$ cat src/pcio_pkg.sv
/*
 package for the protection-clear i/o pin: register map, field positions, reset values, timing.
 assumes a 100 mhz system clock and an axi4-lite master with 32-bit data.
*/
package pcio_pkg;
    localparam int unsigned CLK_HZ = 100_000_000;
    localparam int unsigned PULSE_MIN_US = 30;
    localparam int unsigned PULSE_CYC = (PULSE_MIN_US * (CLK_HZ / 1_000_000));
    localparam logic [7:0] ADDR_CTRL = 8'h00;
    localparam logic [7:0] ADDR_PERIOD = 8'h04;
    localparam logic [7:0] ADDR_LOWTIME = 8'h08;
    localparam logic [7:0] ADDR_STATUS = 8'h0c;
    localparam int unsigned CTRL_FUNC_LSB = 0;
    localparam int unsigned CTRL_INV_BIT = 2;
    localparam int unsigned CTRL_OVAL_LSB = 4;
    localparam logic [1:0] FUNC_PCLR = 2'h0;
    localparam logic [1:0] FUNC_IN = 2'h1;
    localparam logic [1:0] FUNC_OUT = 2'h2;
    localparam logic [1:0] OVAL_FALSE = 2'h0;
    localparam logic [1:0] OVAL_TRUE = 2'h1;
    localparam logic [1:0] OVAL_PWM = 2'h2;
    localparam logic [31:0] PERIOD_RST = 32'h000f4240;
    localparam logic [31:0] LOWTIME_RST = 32'h000186a0;
    localparam int unsigned ST_LEVEL_BIT = 0;
    localparam int unsigned ST_PROT_BIT = 1;
    localparam int unsigned ST_PULSE_BIT = 2;
    localparam logic [1:0] RESP_OKAY = 2'h0;
    localparam logic [1:0] RESP_SLVERR = 2'h2;
    typedef struct packed {
        logic in;
        logic out;
        logic oe;
    } pcio_pin_s;
    typedef enum logic [2:0] {
        PCIO_IDLE = 3'b001,
        PCIO_LOW = 3'b010,
        PCIO_WAIT_HI = 3'b100
    } pcio_rx_e;
endpackage

$ cat src/pcio_top.sv
/*
 protection-clear i/o pin logic with axi4-lite registers.
 assumes pin input asynchronous to aclk after the pad; pad logic resolves out/oe into the wire.
*/
// Local design decisions: the AXI4-Lite slave port and the address map.
`timescale 1ns/1ps
`default_nettype none
module pcio_top #(
    parameter int unsigned PULSE_CYCLES = pcio_pkg::PULSE_CYC
) (
    input wire logic aclk,
    input wire logic aresetn,
    input wire logic [7:0] s_axi_awaddr,
    input wire logic s_axi_awvalid,
    output logic s_axi_awready,
    input wire logic [31:0] s_axi_wdata,
    input wire logic [3:0] s_axi_wstrb,
    input wire logic s_axi_wvalid,
    output logic s_axi_wready,
    output logic [1:0] s_axi_bresp,
    output logic s_axi_bvalid,
    input wire logic s_axi_bready,
    input wire logic [7:0] s_axi_araddr,
    input wire logic s_axi_arvalid,
    output logic s_axi_arready,
    output logic [31:0] s_axi_rdata,
    output logic [1:0] s_axi_rresp,
    output logic s_axi_rvalid,
    input wire logic s_axi_rready,
    input wire pcio_pkg::pcio_pin_s pin_i,
    output pcio_pkg::pcio_pin_s pin_o,
    input wire logic prot_active,
    input wire logic load_on,
    output logic prot_clear
);
    import pcio_pkg::*;

    logic [1:0] func_ff;
    logic inv_ff;
    logic [1:0] oval_ff;
    logic [31:0] period_ff;
    logic [31:0] lowtime_ff;
    logic aw_ok_ff;
    logic w_ok_ff;
    logic [7:0] awaddr_ff;
    logic [31:0] wdata_ff;
    logic [3:0] wstrb_ff;
    logic bvalid_ff;
    logic [1:0] bresp_ff;
    logic rvalid_ff;
    logic [31:0] rdata_ff;
    logic [1:0] rresp_ff;
    logic sync1_ff;
    logic sync2_ff;
    logic level_ff;
    pcio_rx_e rx_ff;
    logic [31:0] rx_cnt_ff;
    logic clear_ff;
    logic load_on_ff;
    logic tx_busy_ff;
    logic [31:0] tx_cnt_ff;
    logic pulse_seen_ff;
    logic [31:0] pwm_cnt_ff;
    logic do_write;
    logic [31:0] wmask;
    logic [31:0] ctrl_word;
    logic pin_true;
    logic pin_asserted;
    logic in_low;
    logic nxt_out;

    assign ctrl_word = {26'h0, oval_ff, 1'b0, inv_ff, func_ff};
    assign wmask = {{8{wstrb_ff[3]}}, {8{wstrb_ff[2]}}, {8{wstrb_ff[1]}}, {8{wstrb_ff[0]}}};
    assign do_write = aw_ok_ff && w_ok_ff && !bvalid_ff;

    // address and data may arrive in either order; each is held until both are in
    assign s_axi_awready = !aw_ok_ff && !bvalid_ff;
    assign s_axi_wready = !w_ok_ff && !bvalid_ff;
    assign s_axi_bvalid = bvalid_ff;
    assign s_axi_bresp = bresp_ff;
    assign s_axi_arready = !rvalid_ff;
    assign s_axi_rvalid = rvalid_ff;
    assign s_axi_rdata = rdata_ff;
    assign s_axi_rresp = rresp_ff;

    always_ff @(posedge aclk)
    begin
        if (!aresetn)
        begin
            aw_ok_ff <= 1'b0;
            w_ok_ff <= 1'b0;
            awaddr_ff <= 8'h00;
            wdata_ff <= 32'h0;
            wstrb_ff <= 4'h0;
            bvalid_ff <= 1'b0;
            bresp_ff <= RESP_OKAY;
        end
        else
        begin
            if (s_axi_awvalid && s_axi_awready)
            begin
                aw_ok_ff <= 1'b1;
                awaddr_ff <= s_axi_awaddr;
            end
            if (s_axi_wvalid && s_axi_wready)
            begin
                w_ok_ff <= 1'b1;
                wdata_ff <= s_axi_wdata;
                wstrb_ff <= s_axi_wstrb;
            end
            if (do_write)
            begin
                aw_ok_ff <= 1'b0;
                w_ok_ff <= 1'b0;
                bvalid_ff <= 1'b1;
                bresp_ff <= (awaddr_ff == ADDR_CTRL || awaddr_ff == ADDR_PERIOD || awaddr_ff == ADDR_LOWTIME)
                    ? RESP_OKAY : RESP_SLVERR;
            end
            else if (bvalid_ff && s_axi_bready)
            begin
                bvalid_ff <= 1'b0;
            end
        end
    end

    // settings registers; a write to status is refused with slverr
    always_ff @(posedge aclk)
    begin
        if (!aresetn)
        begin
            func_ff <= FUNC_PCLR;
            inv_ff <= 1'b0;
            oval_ff <= OVAL_FALSE;
            period_ff <= PERIOD_RST;
            lowtime_ff <= LOWTIME_RST;
        end
        else if (do_write)
        begin
            case (awaddr_ff)
                ADDR_CTRL:
                begin
                    if (wstrb_ff[0])
                    begin
                        func_ff <= wdata_ff[CTRL_FUNC_LSB +: 2];
                        inv_ff <= wdata_ff[CTRL_INV_BIT];
                        oval_ff <= wdata_ff[CTRL_OVAL_LSB +: 2];
                    end
                end
                ADDR_PERIOD: period_ff <= (period_ff & ~wmask) | (wdata_ff & wmask);
                ADDR_LOWTIME: lowtime_ff <= (lowtime_ff & ~wmask) | (wdata_ff & wmask);
                default:
                begin
                end
            endcase
        end
    end

    always_ff @(posedge aclk)
    begin
        if (!aresetn)
        begin
            rvalid_ff <= 1'b0;
            rdata_ff <= 32'h0;
            rresp_ff <= RESP_OKAY;
        end
        else if (s_axi_arvalid && s_axi_arready)
        begin
            rvalid_ff <= 1'b1;
            rresp_ff <= RESP_OKAY;
            case (s_axi_araddr)
                ADDR_CTRL: rdata_ff <= ctrl_word;
                ADDR_PERIOD: rdata_ff <= period_ff;
                ADDR_LOWTIME: rdata_ff <= lowtime_ff;
                ADDR_STATUS: rdata_ff <= {29'h0, pulse_seen_ff, prot_active, level_ff};
                default:
                begin
                    rdata_ff <= 32'h0;
                    rresp_ff <= RESP_SLVERR;
                end
            endcase
        end
        else if (rvalid_ff && s_axi_rready)
        begin
            rvalid_ff <= 1'b0;
        end
    end

    // two-stage synchroniser; only the second stage is looked at
    always_ff @(posedge aclk)
    begin
        if (!aresetn)
        begin
            sync1_ff <= 1'b1;
            sync2_ff <= 1'b1;
        end
        else
        begin
            sync1_ff <= pin_i.in;
            sync2_ff <= sync1_ff;
        end
    end

    // a pulse is a low after high, low meaning the asserted sense after inversion
    // an electrically low pin is asserted unless inverted; idle pull-up must read as not asserted
    assign in_low = ~sync2_ff ^ inv_ff;

    always_ff @(posedge aclk)
    begin
        if (!aresetn)
            level_ff <= 1'b0;
        else
            level_ff <= in_low;
    end

    // the receiver ignores our own outgoing pulse so it cannot clear itself
    always_ff @(posedge aclk)
    begin
        if (!aresetn)
        begin
            rx_ff <= PCIO_IDLE;
            rx_cnt_ff <= 32'h0;
            clear_ff <= 1'b0;
        end
        else
        begin
            clear_ff <= 1'b0;
            case (rx_ff)
                PCIO_IDLE:
                begin
                    rx_cnt_ff <= 32'h0;
                    if (func_ff == FUNC_PCLR && !tx_busy_ff && in_low)
                        rx_ff <= PCIO_LOW;
                end
                PCIO_LOW:
                begin
                    if (!in_low || func_ff != FUNC_PCLR)
                        rx_ff <= PCIO_IDLE;
                    else if (rx_cnt_ff >= PULSE_CYCLES - 2)
                    begin
                        rx_ff <= PCIO_WAIT_HI;
                        clear_ff <= prot_active;
                    end
                    else
                        rx_cnt_ff <= rx_cnt_ff + 32'h1;
                end
                PCIO_WAIT_HI:
                begin
                    if (!in_low)
                        rx_ff <= PCIO_IDLE;
                end
                default: rx_ff <= PCIO_IDLE;
            endcase
        end
    end

    assign prot_clear = clear_ff;

    always_ff @(posedge aclk)
    begin
        if (!aresetn)
        begin
            load_on_ff <= 1'b0;
            tx_busy_ff <= 1'b0;
            tx_cnt_ff <= 32'h0;
            pulse_seen_ff <= 1'b0;
        end
        else
        begin
            load_on_ff <= load_on;
            if (tx_busy_ff)
            begin
                if (tx_cnt_ff >= PULSE_CYCLES - 1)
                    tx_busy_ff <= 1'b0;
                else
                    tx_cnt_ff <= tx_cnt_ff + 32'h1;
            end
            else if (func_ff == FUNC_PCLR && load_on && !load_on_ff && !prot_active)
            begin
                tx_busy_ff <= 1'b1;
                tx_cnt_ff <= 32'h0;
                pulse_seen_ff <= 1'b1;
            end
        end
    end

    // period and low time in clock cycles; a low time above the period keeps the pin low
    always_ff @(posedge aclk)
    begin
        if (!aresetn)
            pwm_cnt_ff <= 32'h0;
        else if (func_ff != FUNC_OUT || oval_ff != OVAL_PWM || pwm_cnt_ff + 32'h1 >= period_ff)
            pwm_cnt_ff <= 32'h0;
        else
            pwm_cnt_ff <= pwm_cnt_ff + 32'h1;
    end

    always_comb
    begin
        case (oval_ff)
            OVAL_TRUE: pin_true = 1'b1;
            OVAL_PWM: pin_true = (pwm_cnt_ff < lowtime_ff);
            default: pin_true = 1'b0;
        endcase
        // asserted means electrically low before inversion
        pin_asserted = (func_ff == FUNC_OUT) ? pin_true : tx_busy_ff;
        nxt_out = pin_asserted ^ ~inv_ff;
    end

    always_ff @(posedge aclk)
    begin
        if (!aresetn)
        begin
            pin_o <= '{in: 1'b0, out: 1'b1, oe: 1'b0};
        end
        else
        begin
            pin_o.in <= 1'b0;
            pin_o.out <= nxt_out;
            pin_o.oe <= (func_ff == FUNC_OUT) || (func_ff == FUNC_PCLR && tx_busy_ff);
        end
    end
endmodule // pcio_top
`default_nettype wire

$ cat config.mk
export PLATFORM = sky130hd
export DESIGN_NAME = pcio_top
export DESIGN_NICKNAME = d
export VERILOG_FILES = /design/src/pcio_pkg.sv /design/src/pcio_top.sv
export SDC_FILE = /design/constraint.sdc
export NUM_CORES = 1
export LEC_CHECK = 0
export BUFFER_PORTS_ARGS = -buffer_cell sky130_fd_sc_hd__buf_4
export CAP_MARGIN = 20
export CORE_AREA = 2 2 204 126
export DETAILED_ROUTE_END_ITERATION = 6
export DIE_AREA = 0 0 206 128
export PLACE_DENSITY = 0.68
export SLEW_MARGIN = 30
export SYNTH_ARGS = -nofsm -noshare
export SYNTH_HDL_FRONTEND = slang
export SYNTH_SLANG_ARGS = --single-unit
export TNS_END_PERCENT = 50
$ cat constraint.sdc
create_clock -name aclk -period 3.89 [get_ports aclk]
set_input_delay 0.5835 -clock aclk [delete_from_list [all_inputs] [get_ports aclk]]
set_output_delay 0.5835 -clock aclk [all_outputs]
set_load 0.05 [all_outputs]
# Word-level counts from Yosys, hierarchy flattened
# Cells that the tools add are included.
# W data, S select, Z words.
[word_totals]
regBits = 262
inputBits = 64
out_inout_bits = 45
[classes]
n_eq_ne = 19
addsub = 3
reduce_logical = 48
mux = 23
order_cmp = 4
bitwise_logic = 14
[op_table]
columns = ["op", "count"]
rows = [
  ["$mux W32", 5],
  ["$pmux W32 S4", 1],
  ["$add A32 B1 Y32 const B", 3],
  ["$and A32 B32 Y32", 3],
  ["$ge A32 B12 Y1 const B", 2],
  ["$or A32 B32 Y32", 2],
  ["$pmux W32 S2", 1],
  ["$ge A32 B32 Y1", 1],
  ["$lt A32 B32 Y1", 1],
  ["$not A32 Y32", 1],
  ["$eq A8 B4 Y1 const B", 3],
  ["$eq A8 B3 Y1 const B", 2],
  ["$logic_not A8 Y1", 2],
  ["$logic_and A1 B1 Y1", 15],
  ["$ne A2 B2 Y1 const B", 7],
  ["$mux W3", 4],
  ["$reduce_bool A2 Y1", 5],
  ["$pmux W3 S3", 1],
  ["$reduce_and A3 Y1", 3],
  ["$logic_not A1 Y1", 8],
  ["$mux W1", 8],
  ["$reduce_and A2 Y1", 4],
  ["$reduce_or A4 Y1", 2],
  ["$logic_or A1 B1 Y1", 6],
  ["12 further kinds", 21],
]

# Logic depth before layout (Yosys ltp)
# Gate-level depths: netlist of run 1.
[logic_depth]
word_depth = 6
mapped_depth = 15
ltp_nobuf = 14

# Worst setup path before layout of run 1
# OpenSTA, ideal clock, no wires.
[synth_timing]
path_kind = "register to register"
startpoint = "register pwm_cnt_ff[11]"
endpoint = "register pwm_cnt_ff[10]"
required_ps = 3753
t_arrival_ps = 3361
path_buffers = 1
synth_period_minus_slack_ps = 3498
stages_incl_launch_ff = 15
setup_slack_ps = 392
cell_sequence = "dfxtp_1 and4_1 nand4_1 nor4_1 and4_1 xnor2_1 inv_1 ha_1 nand4_1 or3_1 or2_2 o21ai_0 a211o_1 buf_1 a211oi_1"
[synth_via]
elab_chain_cells = 4
[synth_rtl]
columns = ["element", "line", "source"]
rows = [
  ["start: declaration", "pcio_top.sv:63", "logic [31:0] pwm_cnt_ff;"],
  ["start signal: assignment", "pcio_top.sv:294", "pwm_cnt_ff <= pwm_cnt_ff + 32'h1;"],
  ["$add A32 B1 Y32", "pcio_top.sv:291", "else if (func_ff != FUNC_OUT || oval_ff != OVAL_PWM || pwm_cnt_ff + 32'h1 >= period_ff)"],
  ["$ge A32 B32 Y1", "pcio_top.sv:291", ""],
  ["$logic_or A1 B1 Y1", "pcio_top.sv:291", ""],
  ["$reduce_or A2 Y1 (no line)", "-", ""],
]
# Every way passes these cells.
# A chain may end at the register's enable or synchronous reset.

# Final worst setup path of run 1
[layout_timing]
startpoint = "register pwm_cnt_ff[13]"
endpoint = "register pwm_cnt_ff[31]"
[layout_via]
elab_chain_cells = 4
[layout_rtl]
columns = ["element", "line"]
rows = [
  ["$add A32 B1 Y32 *", "pcio_top.sv:291, pcio_top.sv:294"],
  ["$ge A32 B32 Y1", "pcio_top.sv:291"],
  ["$logic_or A1 B1 Y1", "pcio_top.sv:291"],
  ["$reduce_or A2 Y1 (no line)", "-"],
]
# Every way passes the cells marked *; elsewhere a longest branch is shown, timed or not.

==> key figures, run 1 <==
Run status
  • Status: finished, final reports clean

Worst setup path
  • Crit-path cells: and4_4, nand4_1, nor4_1, buf_4, and4_1, xnor2_1, inv_1, ha_1, nand4_1, or3_1, or2_2, o21ai_0, a211o_1, buf_12, a211oi_1
  • Worst Path Buf+Inv: 3
  • Worst reg2reg startpoint: pwm_cnt_ff[13]
  • R2R Path End: pwm_cnt_ff[31]
  • CP max-delay cell: or3_1
  • CP peak stage delay: 0.42 ns
  • WS Path Type: flip-flop to flip-flop
  • Worst path arrival time: 4.06 ns
  • Worst Setup SP: pwm_cnt_ff[13]
  • Worst-case reg-to-reg path depth: 15
  • CP endpoint: pwm_cnt_ff[31]
  • Crit. End Element: flip-flop
  • CP dominant cell by count: nand4_1
  • Worst-path fanout max: 32
  • Crit-path leading delay family: simple AND/OR/NAND/NOR gates
  • CP Data Required Time: 4.27 ns
  • Worst path depth: 15
  • Flop2flop setup slack: 0.21 ns
  • CP startpoint kind: flip-flop

Global routing
  • Vias in the first global route: 9,763
  • Total gr overflow: 0
  • Initial antenna violation count: 0
  • First-pass GRT wire length: 51,410 um
  • Tot GR Track Use: 0.2414
  • Largest net degree at the start of global routing: 63

Power
  • Pint: 0.004569 W
  • Peak supply drop: 0.2742 mV
  • Clock Power Share: 0.483
  • NetSw: 0.001276 W
  • Power per cell area: 414.4 nW/um^2
  • Share of power burned in registers: 0.468
  • Leakage: 5.700 nW
  • Sw Ratio: 0.2183
  • Gate power share: 0.049

Routing
  • Vias/cell: 5.459
  • DR WL/cell: 16.62 um
  • Router iterations before antenna repair: 5
  • Initial detailed-routing violation count: 729
  • Antenna viol nets, final: 0
  • DR DRC count: 0
  • DRT Wirelength: 31,520 um
  • Via Count: 10.36k

Synth
  • Synth warn: 0
  • Count of unique library cells instantiated by Yosys: 65
  • Count leader, synth: nand2_1
  • Top_reg_cell synth: dfxtp_1
  • Avg Inst Size Synth: 8.181 um^2
  • Post-Syn Area: 12,080 um^2
  • Area share of the largest cell type after synthesis: 0.4291
  • Seq cells post-synth: 259
  • Post-synth top cells: nand2_1 (294), dfxtp_1 (259), a21oi_1 (139)
  • Ys async rst share: 0
  • Post-synthesis sequential area ratio: 0.4291
  • Leading area contributor after synthesis: dfxtp_1
  • Synth top area cells: dfxtp_1 (43%), nand2_1 (9.1%), ha_1 (7.1%)
  • Post-Synthesis Cells: 1,477
  • Number of synthesized flops with an enable pin: 0

Finish
  • Filler cell count: 2,263
  • Diode count: 0
  • Final #Nets: 1,685
  • Fin area: 14,100 um^2
  • Synthesis-to-finish area growth: 16.73%
  • Layout cells sized above 1: 0.1167

Clocking
  • # H-tree levels: 1
  • Clk slew on worst S/H paths: 0.07 ns
  • Hold-fix buffers, CTS: 0
  • Sinks on the clock net: 259
  • CTS tree: yes
  • Number of buffers created by CTS: 25
  • Root buffer cell: clkbuf_16
  • Worst skew pair latency: 0.53 ns
  • Clock buffer depth: 3

Die
  • Initial Util: 0.4900
  • CORE AREA: 24,660 um^2
  • Boundary pin count: 109
  • Die Area: 26,370 um^2
  • Die W: 206 um
  • Die H: 128 um
  • Core Rows: 45

Timing
  • Max Slew Vio Count: 0
  • RSZ-0062 raised after global routing: false
  • Normalized max-slew margin: 0.3075
  • Slew @ Worst Pin: 1.036 ns
  • Hold Vio Cnt, Final: 0
  • Final setup viols: 0
  • Worst Skew: 0.02035 ns
  • Fmax: 271.6 MHz
  • Min Tclk post-route: 3.682 ns
  • Fin Setup TNS: 0 ns
  • Final Cycle Share: 0.9466
  • Tightest hold margin: 0.2477 ns

Placement
  • Area after DPL: 13,140 um^2
  • Hpwl dp: 22,300 um
  • I/O Buffers: 103
  • GPL Wtd Cong: 0.8249

Flow run
  • Maxcap violations: 0

Min path
  • Worst hold path class: input port to flip-flop
## power by group through the flow
stage	clock, W	sequential [W]	combinational [W]
after floorplan	0	0.00279	0.000162
after global placement	0	0.00279	0.000286
after CTS	0.00286	0.00273	0.000291
after global routing	0.00298	0.00274	0.000318
after detailed placement	0	0.00279	0.000290
final	0.00282	0.00273	0.000288
## cells in the final DEF, fill, tap and decap left out, drive strengths merged, types with 29 or more instances in the layout
cell type / count
a21oi: 140
nand2: 294
a211oi: 35
o21ai: 47
buf: 121
clkbuf: 29
dfxtp: 259
and2: 67
inv: 106
nor2: 65
ha: 69
## layout make-up
type / instances / area [um^2] / area share
timing repair buffer: 121 / 933.4 / 0.06618
sequential: 259 / 5187 / 0.3678
inverter: 107 / 402.9 / 0.02856
clock inverter: 14 / 272.8 / 0.01934
multi-input combinational: 1038 / 6216 / 0.4407
clock buffer: 29 / 680.7 / 0.04826
tap: 329 / 411.6 / 0.02918
## worst min-delay path by stage
stage                 startpoint  slack, ns  cells past startpoint            to
finish              s_axi_rready       0.25                      2  s_axi_rvalid
global route        s_axi_rready       0.23                      2  s_axi_rvalid
CTS                 s_axi_rready       0.23                      2  s_axi_rvalid
detailed placement      sync1_ff       0.41                      1      sync2_ff
global placement        sync1_ff       0.40                      1      sync2_ff
floorplan               sync1_ff       0.39                      1      sync2_ff
## kinds of logic after synthesis
| group | share of synthesized area |
|---|---|
| simple gates | 0.2335 |
| compound gates | 0.1694 |
| flops | 0.4291 |
| buf+inv | 0.05923 |
| fa+ha+maj | 0.07145 |
| xor+xnor | 0.02609 |
| mux | 0.01087 |
| other cells | 0.0003104 |
## metal layers
layer,vias to the layer above,global-route usage,part of all wire
met5,-,0,0
met4,0,0.03529,0.011
met3,26,0.03355,0.062
met2,280,0.3504,0.40
met1,4820,0.3819,0.52
li1,5229,-,-
## through the flow
stage / worst slack (ns) / std cells / total power (W) / utilization
finish: 0.2077 / 1897 / 0.005845 / 0.5719
global route: 0.02596 / 1897 / 0.006036 / 0.5719
CTS: 0.1630 / 1897 / 0.005884 / 0.5714
detailed placement: 0.2191 / 1854 / 0.003083 / 0.5328
global placement: 0.3042 / 1853 / 0.003078 / 0.5323
floorplan: 0.3918 / 1479 / 0.002954 / -
## what timing repair did
| item | CTS | global route |
|---|---|---|
| endpoints found under the setup margin | 0 | 32 |
| setup buffers | 0 | 0 |
| resized for setup | 0 | 4 |
Power figures use the tool's default switching activity.
==> inputs of run 2 (changes only) <==
Settings changed: RECOVER_POWER from default to 50.
==> run 2 against run 1 <==
  * The run now ends with capacitance limit, slew limit left
  * Largest power group unchanged
  * Critical path type unchanged
  * Setup slack better by 0.0036 ns
  * Sequential share of layout area up 0.47 points
  * Clock-buffer cell count unchanged
==> key figures, run 2 (synthesis gave the netlist of run 1 again) <==
Clocking
  • Sinks on the clock net: 259 (unchanged)
  • Clock buffer depth: 3 (unchanged)
  • Root buffer cell: clkbuf_16
  • Hold-fix buffers, CTS: 0 (unchanged)
  • Worst skew pair latency: 0.53 ns (about the same)
  • # H-tree levels: 1 (unchanged)
  • Post-CTS Setup Repair Bufs: 0 (unchanged)
  • CTS resizes: 0 (unchanged)
  • CTS tree: yes
  • Clk slew on worst S/H paths: 0.07 ns (about the same)
  • Number of buffers created by CTS: 25 (unchanged)

Timing
  • Hold Vio Cnt, Final: 0 (unchanged)
  • Fin Setup TNS: 0 ns (unchanged)
  • Min Tclk post-route: 3.679 ns (-0.003585 ns)
  • Final Cycle Share: 0.9457 (about the same)
  • RSZ-0062 raised after global routing: false
  • Max Slew Vio Count: 110 (+110)
  • Slew @ Worst Pin: 2.729 ns (+1.693 ns)
  • Final setup viols: 0 (unchanged)
  • Normalized max-slew margin: -0.8194 (-1.127)
  • Fmax: 271.8 MHz (about the same)
  • Worst Skew: 0.01844 ns (-0.001913 ns)

Finish
  • Filler cell count: 2,312 (+2.2%)
  • Finished Layout Cells: 1,897 (unchanged)
  • Diode count: 0 (unchanged)
  • Most frequent cells in the layout: nand2_1 (294), dfxtp_1 (257), a21oi_1 (139), inv_1 (106), buf_4 (71)
  • Final #Nets: 1,685 (unchanged)
  • Layout cells sized above 1: 0.08673 (-0.02997)
  • Synthesis-to-finish area growth: 15.27%
  • Commonest non-fill, non-tap cell in the layout: nand2_1

Placement
  • GPL Wtd Cong: 0.8249 (unchanged)
  • Hpwl dp: 22,300 um (unchanged)
  • DP Cell Count: 1,854 (unchanged)
  • I/O Buffers: 103 (unchanged)

Worst setup path
  • CP startpoint kind: flip-flop
  • WS Path Type: flip-flop to flip-flop
  • Worst reg2reg startpoint: pwm_cnt_ff[13]
  • Flop2flop setup slack: 0.21 ns (about the same)
  • Worst-case reg-to-reg path depth: 15 (unchanged)
  • Worst path arrival time: 4.06 ns (about the same)
  • CP Data Required Time: 4.27 ns (about the same)
  • Worst-path fanout max: 32 (unchanged)
  • R2R Path End: pwm_cnt_ff[31]
  • Crit. End Element: flip-flop

Global routing
  • First-pass GRT wire length: 51,410 um (unchanged)
  • Largest net degree at the start of global routing: 63 (unchanged)
  • Vias in the first global route: 9,763 (unchanged)
  • Tot GR Track Use: 0.2414 (unchanged)
  • Initial antenna violation count: 0 (unchanged)
  • Total gr overflow: 0 (unchanged)

Routing
  • Initial detailed-routing violation count: 709 (-2.7%)
  • DR WL/cell: 16.62 um (about the same)
  • DRT Wirelength: 31,530 um (about the same)
  • DR DRC count: 0 (unchanged)
  • Via Count: 10.33k (-0.20%)
  • Vias/cell: 5.448 (-0.20%)
  • Antenna viol nets, final: 0 (unchanged)
  • Router iterations before antenna repair: 5 (unchanged)

Min path
  • Worst hold path class: input port to flip-flop
  • Hold Path Stages: 2 (unchanged)
  • Hold wc startpoint: s_axi_rready
  • Hold Crit Endpoint: s_axi_rvalid

Flow run
  • Maxcap violations: 2 (+2)

Die
  • CORE AREA: 24,660 um^2 (unchanged)
  • Initial Util: 0.4900 (unchanged)
  • Core Rows: 45 (unchanged)
  • Die H: 128 um (unchanged)
  • Boundary pin count: 109 (unchanged)
  • Die Area: 26,370 um^2 (unchanged)
  • Die W: 206 um (unchanged)

Power
  • Peak supply drop: 0.2736 mV (-0.22%)
  • Leakage: 5.477 nW (-3.9%)
  • Power per cell area: 419.4 nW/um^2 (+1.2%)

Run status
  • Status: finished, violations left
  • Violated checks: capacitance limit, slew limit
## run 2: cell count changes in the layout (fill, tap and decap cells not counted), sizes merged
cell      previous run  this run
buf                121        73
clkinvlp             1         2
clkbuf              29        77
clkinv               6         5
## run 2: worst max path at each step
stage	endpoint	from	slack (ns)	depth (start not counted)
final	pwm_cnt_ff[31]	pwm_cnt_ff[13]	0.21	15
after global routing	pwm_cnt_ff[31]	pwm_cnt_ff[13]	0.03	15
after CTS	pwm_cnt_ff[31]	pwm_cnt_ff[11]	0.16	15
after detailed placement	pwm_cnt_ff[24]	pwm_cnt_ff[11]	0.22	15
after global placement	pwm_cnt_ff[15]	pwm_cnt_ff[11]	0.30	15
after floorplan	pwm_cnt_ff[10]	pwm_cnt_ff[11]	0.39	14
## run 2: area by class of cell
class	instances	area, um^2	share of cell area
multi-input combinational	1038	6216	0.4463
inverter	107	402.9	0.02893
timing repair buffer	121	757.0	0.05435
clock inverter	14	272.8	0.01958
clock buffer	29	680.7	0.04887
tap	329	411.6	0.02955
sequential	259	5187	0.3724
## run 2: per-stage QoR
| stage | total power (W) | utilization | hold WS (ns) | worst slack (ns) | area (um^2) |
|---|---|---|---|---|---|
| after global routing | 0.006028 | 0.5648 | 0.2323 | 0.02596 | 13930 |
| final | 0.005842 | 0.5648 | 0.2497 | 0.2112 | 13930 |
| after detailed placement | 0.003083 | 0.5328 | 0.4130 | 0.2191 | 13140 |
| after global placement | 0.003078 | 0.5323 | 0.4032 | 0.3042 | 13130 |
| after CTS | 0.005884 | 0.5714 | 0.2317 | 0.1630 | 14090 |
| after floorplan | 0.002954 | - | 0.3863 | 0.3918 | 12090 |
## run 2: critical path: stages, from the launching register on
cell	delay, ns
dfxtp_1	0.41
and4_4	0.27
nand4_1	0.16
nor4_1	0.27
buf_4	0.19
and4_1	0.21
xnor2_1	0.15
inv_1	0.07
ha_1	0.29
nand4_1	0.11
or3_1	0.42
or2_2	0.34
o21ai_0	0.19
a211o_1	0.18
buf_12	0.20
a211oi_1	0.07
## run 2: where the power goes
group	internal (W)	switching [W]	total, W
combinational	0.0000916	0.000189	0.000281
clock	0.00177	0.00105	0.00283
sequential	0.00270	0.0000397	0.00273
total	0.00456	0.00128	0.00584
## run 2: layer usage
metal | GRT usage | share of wire
met4 | 0.03529 | 0.011
met2 | 0.3504 | 0.40
met1 | 0.3819 | 0.53
met5 | 0 | 0
met3 | 0.03355 | 0.056
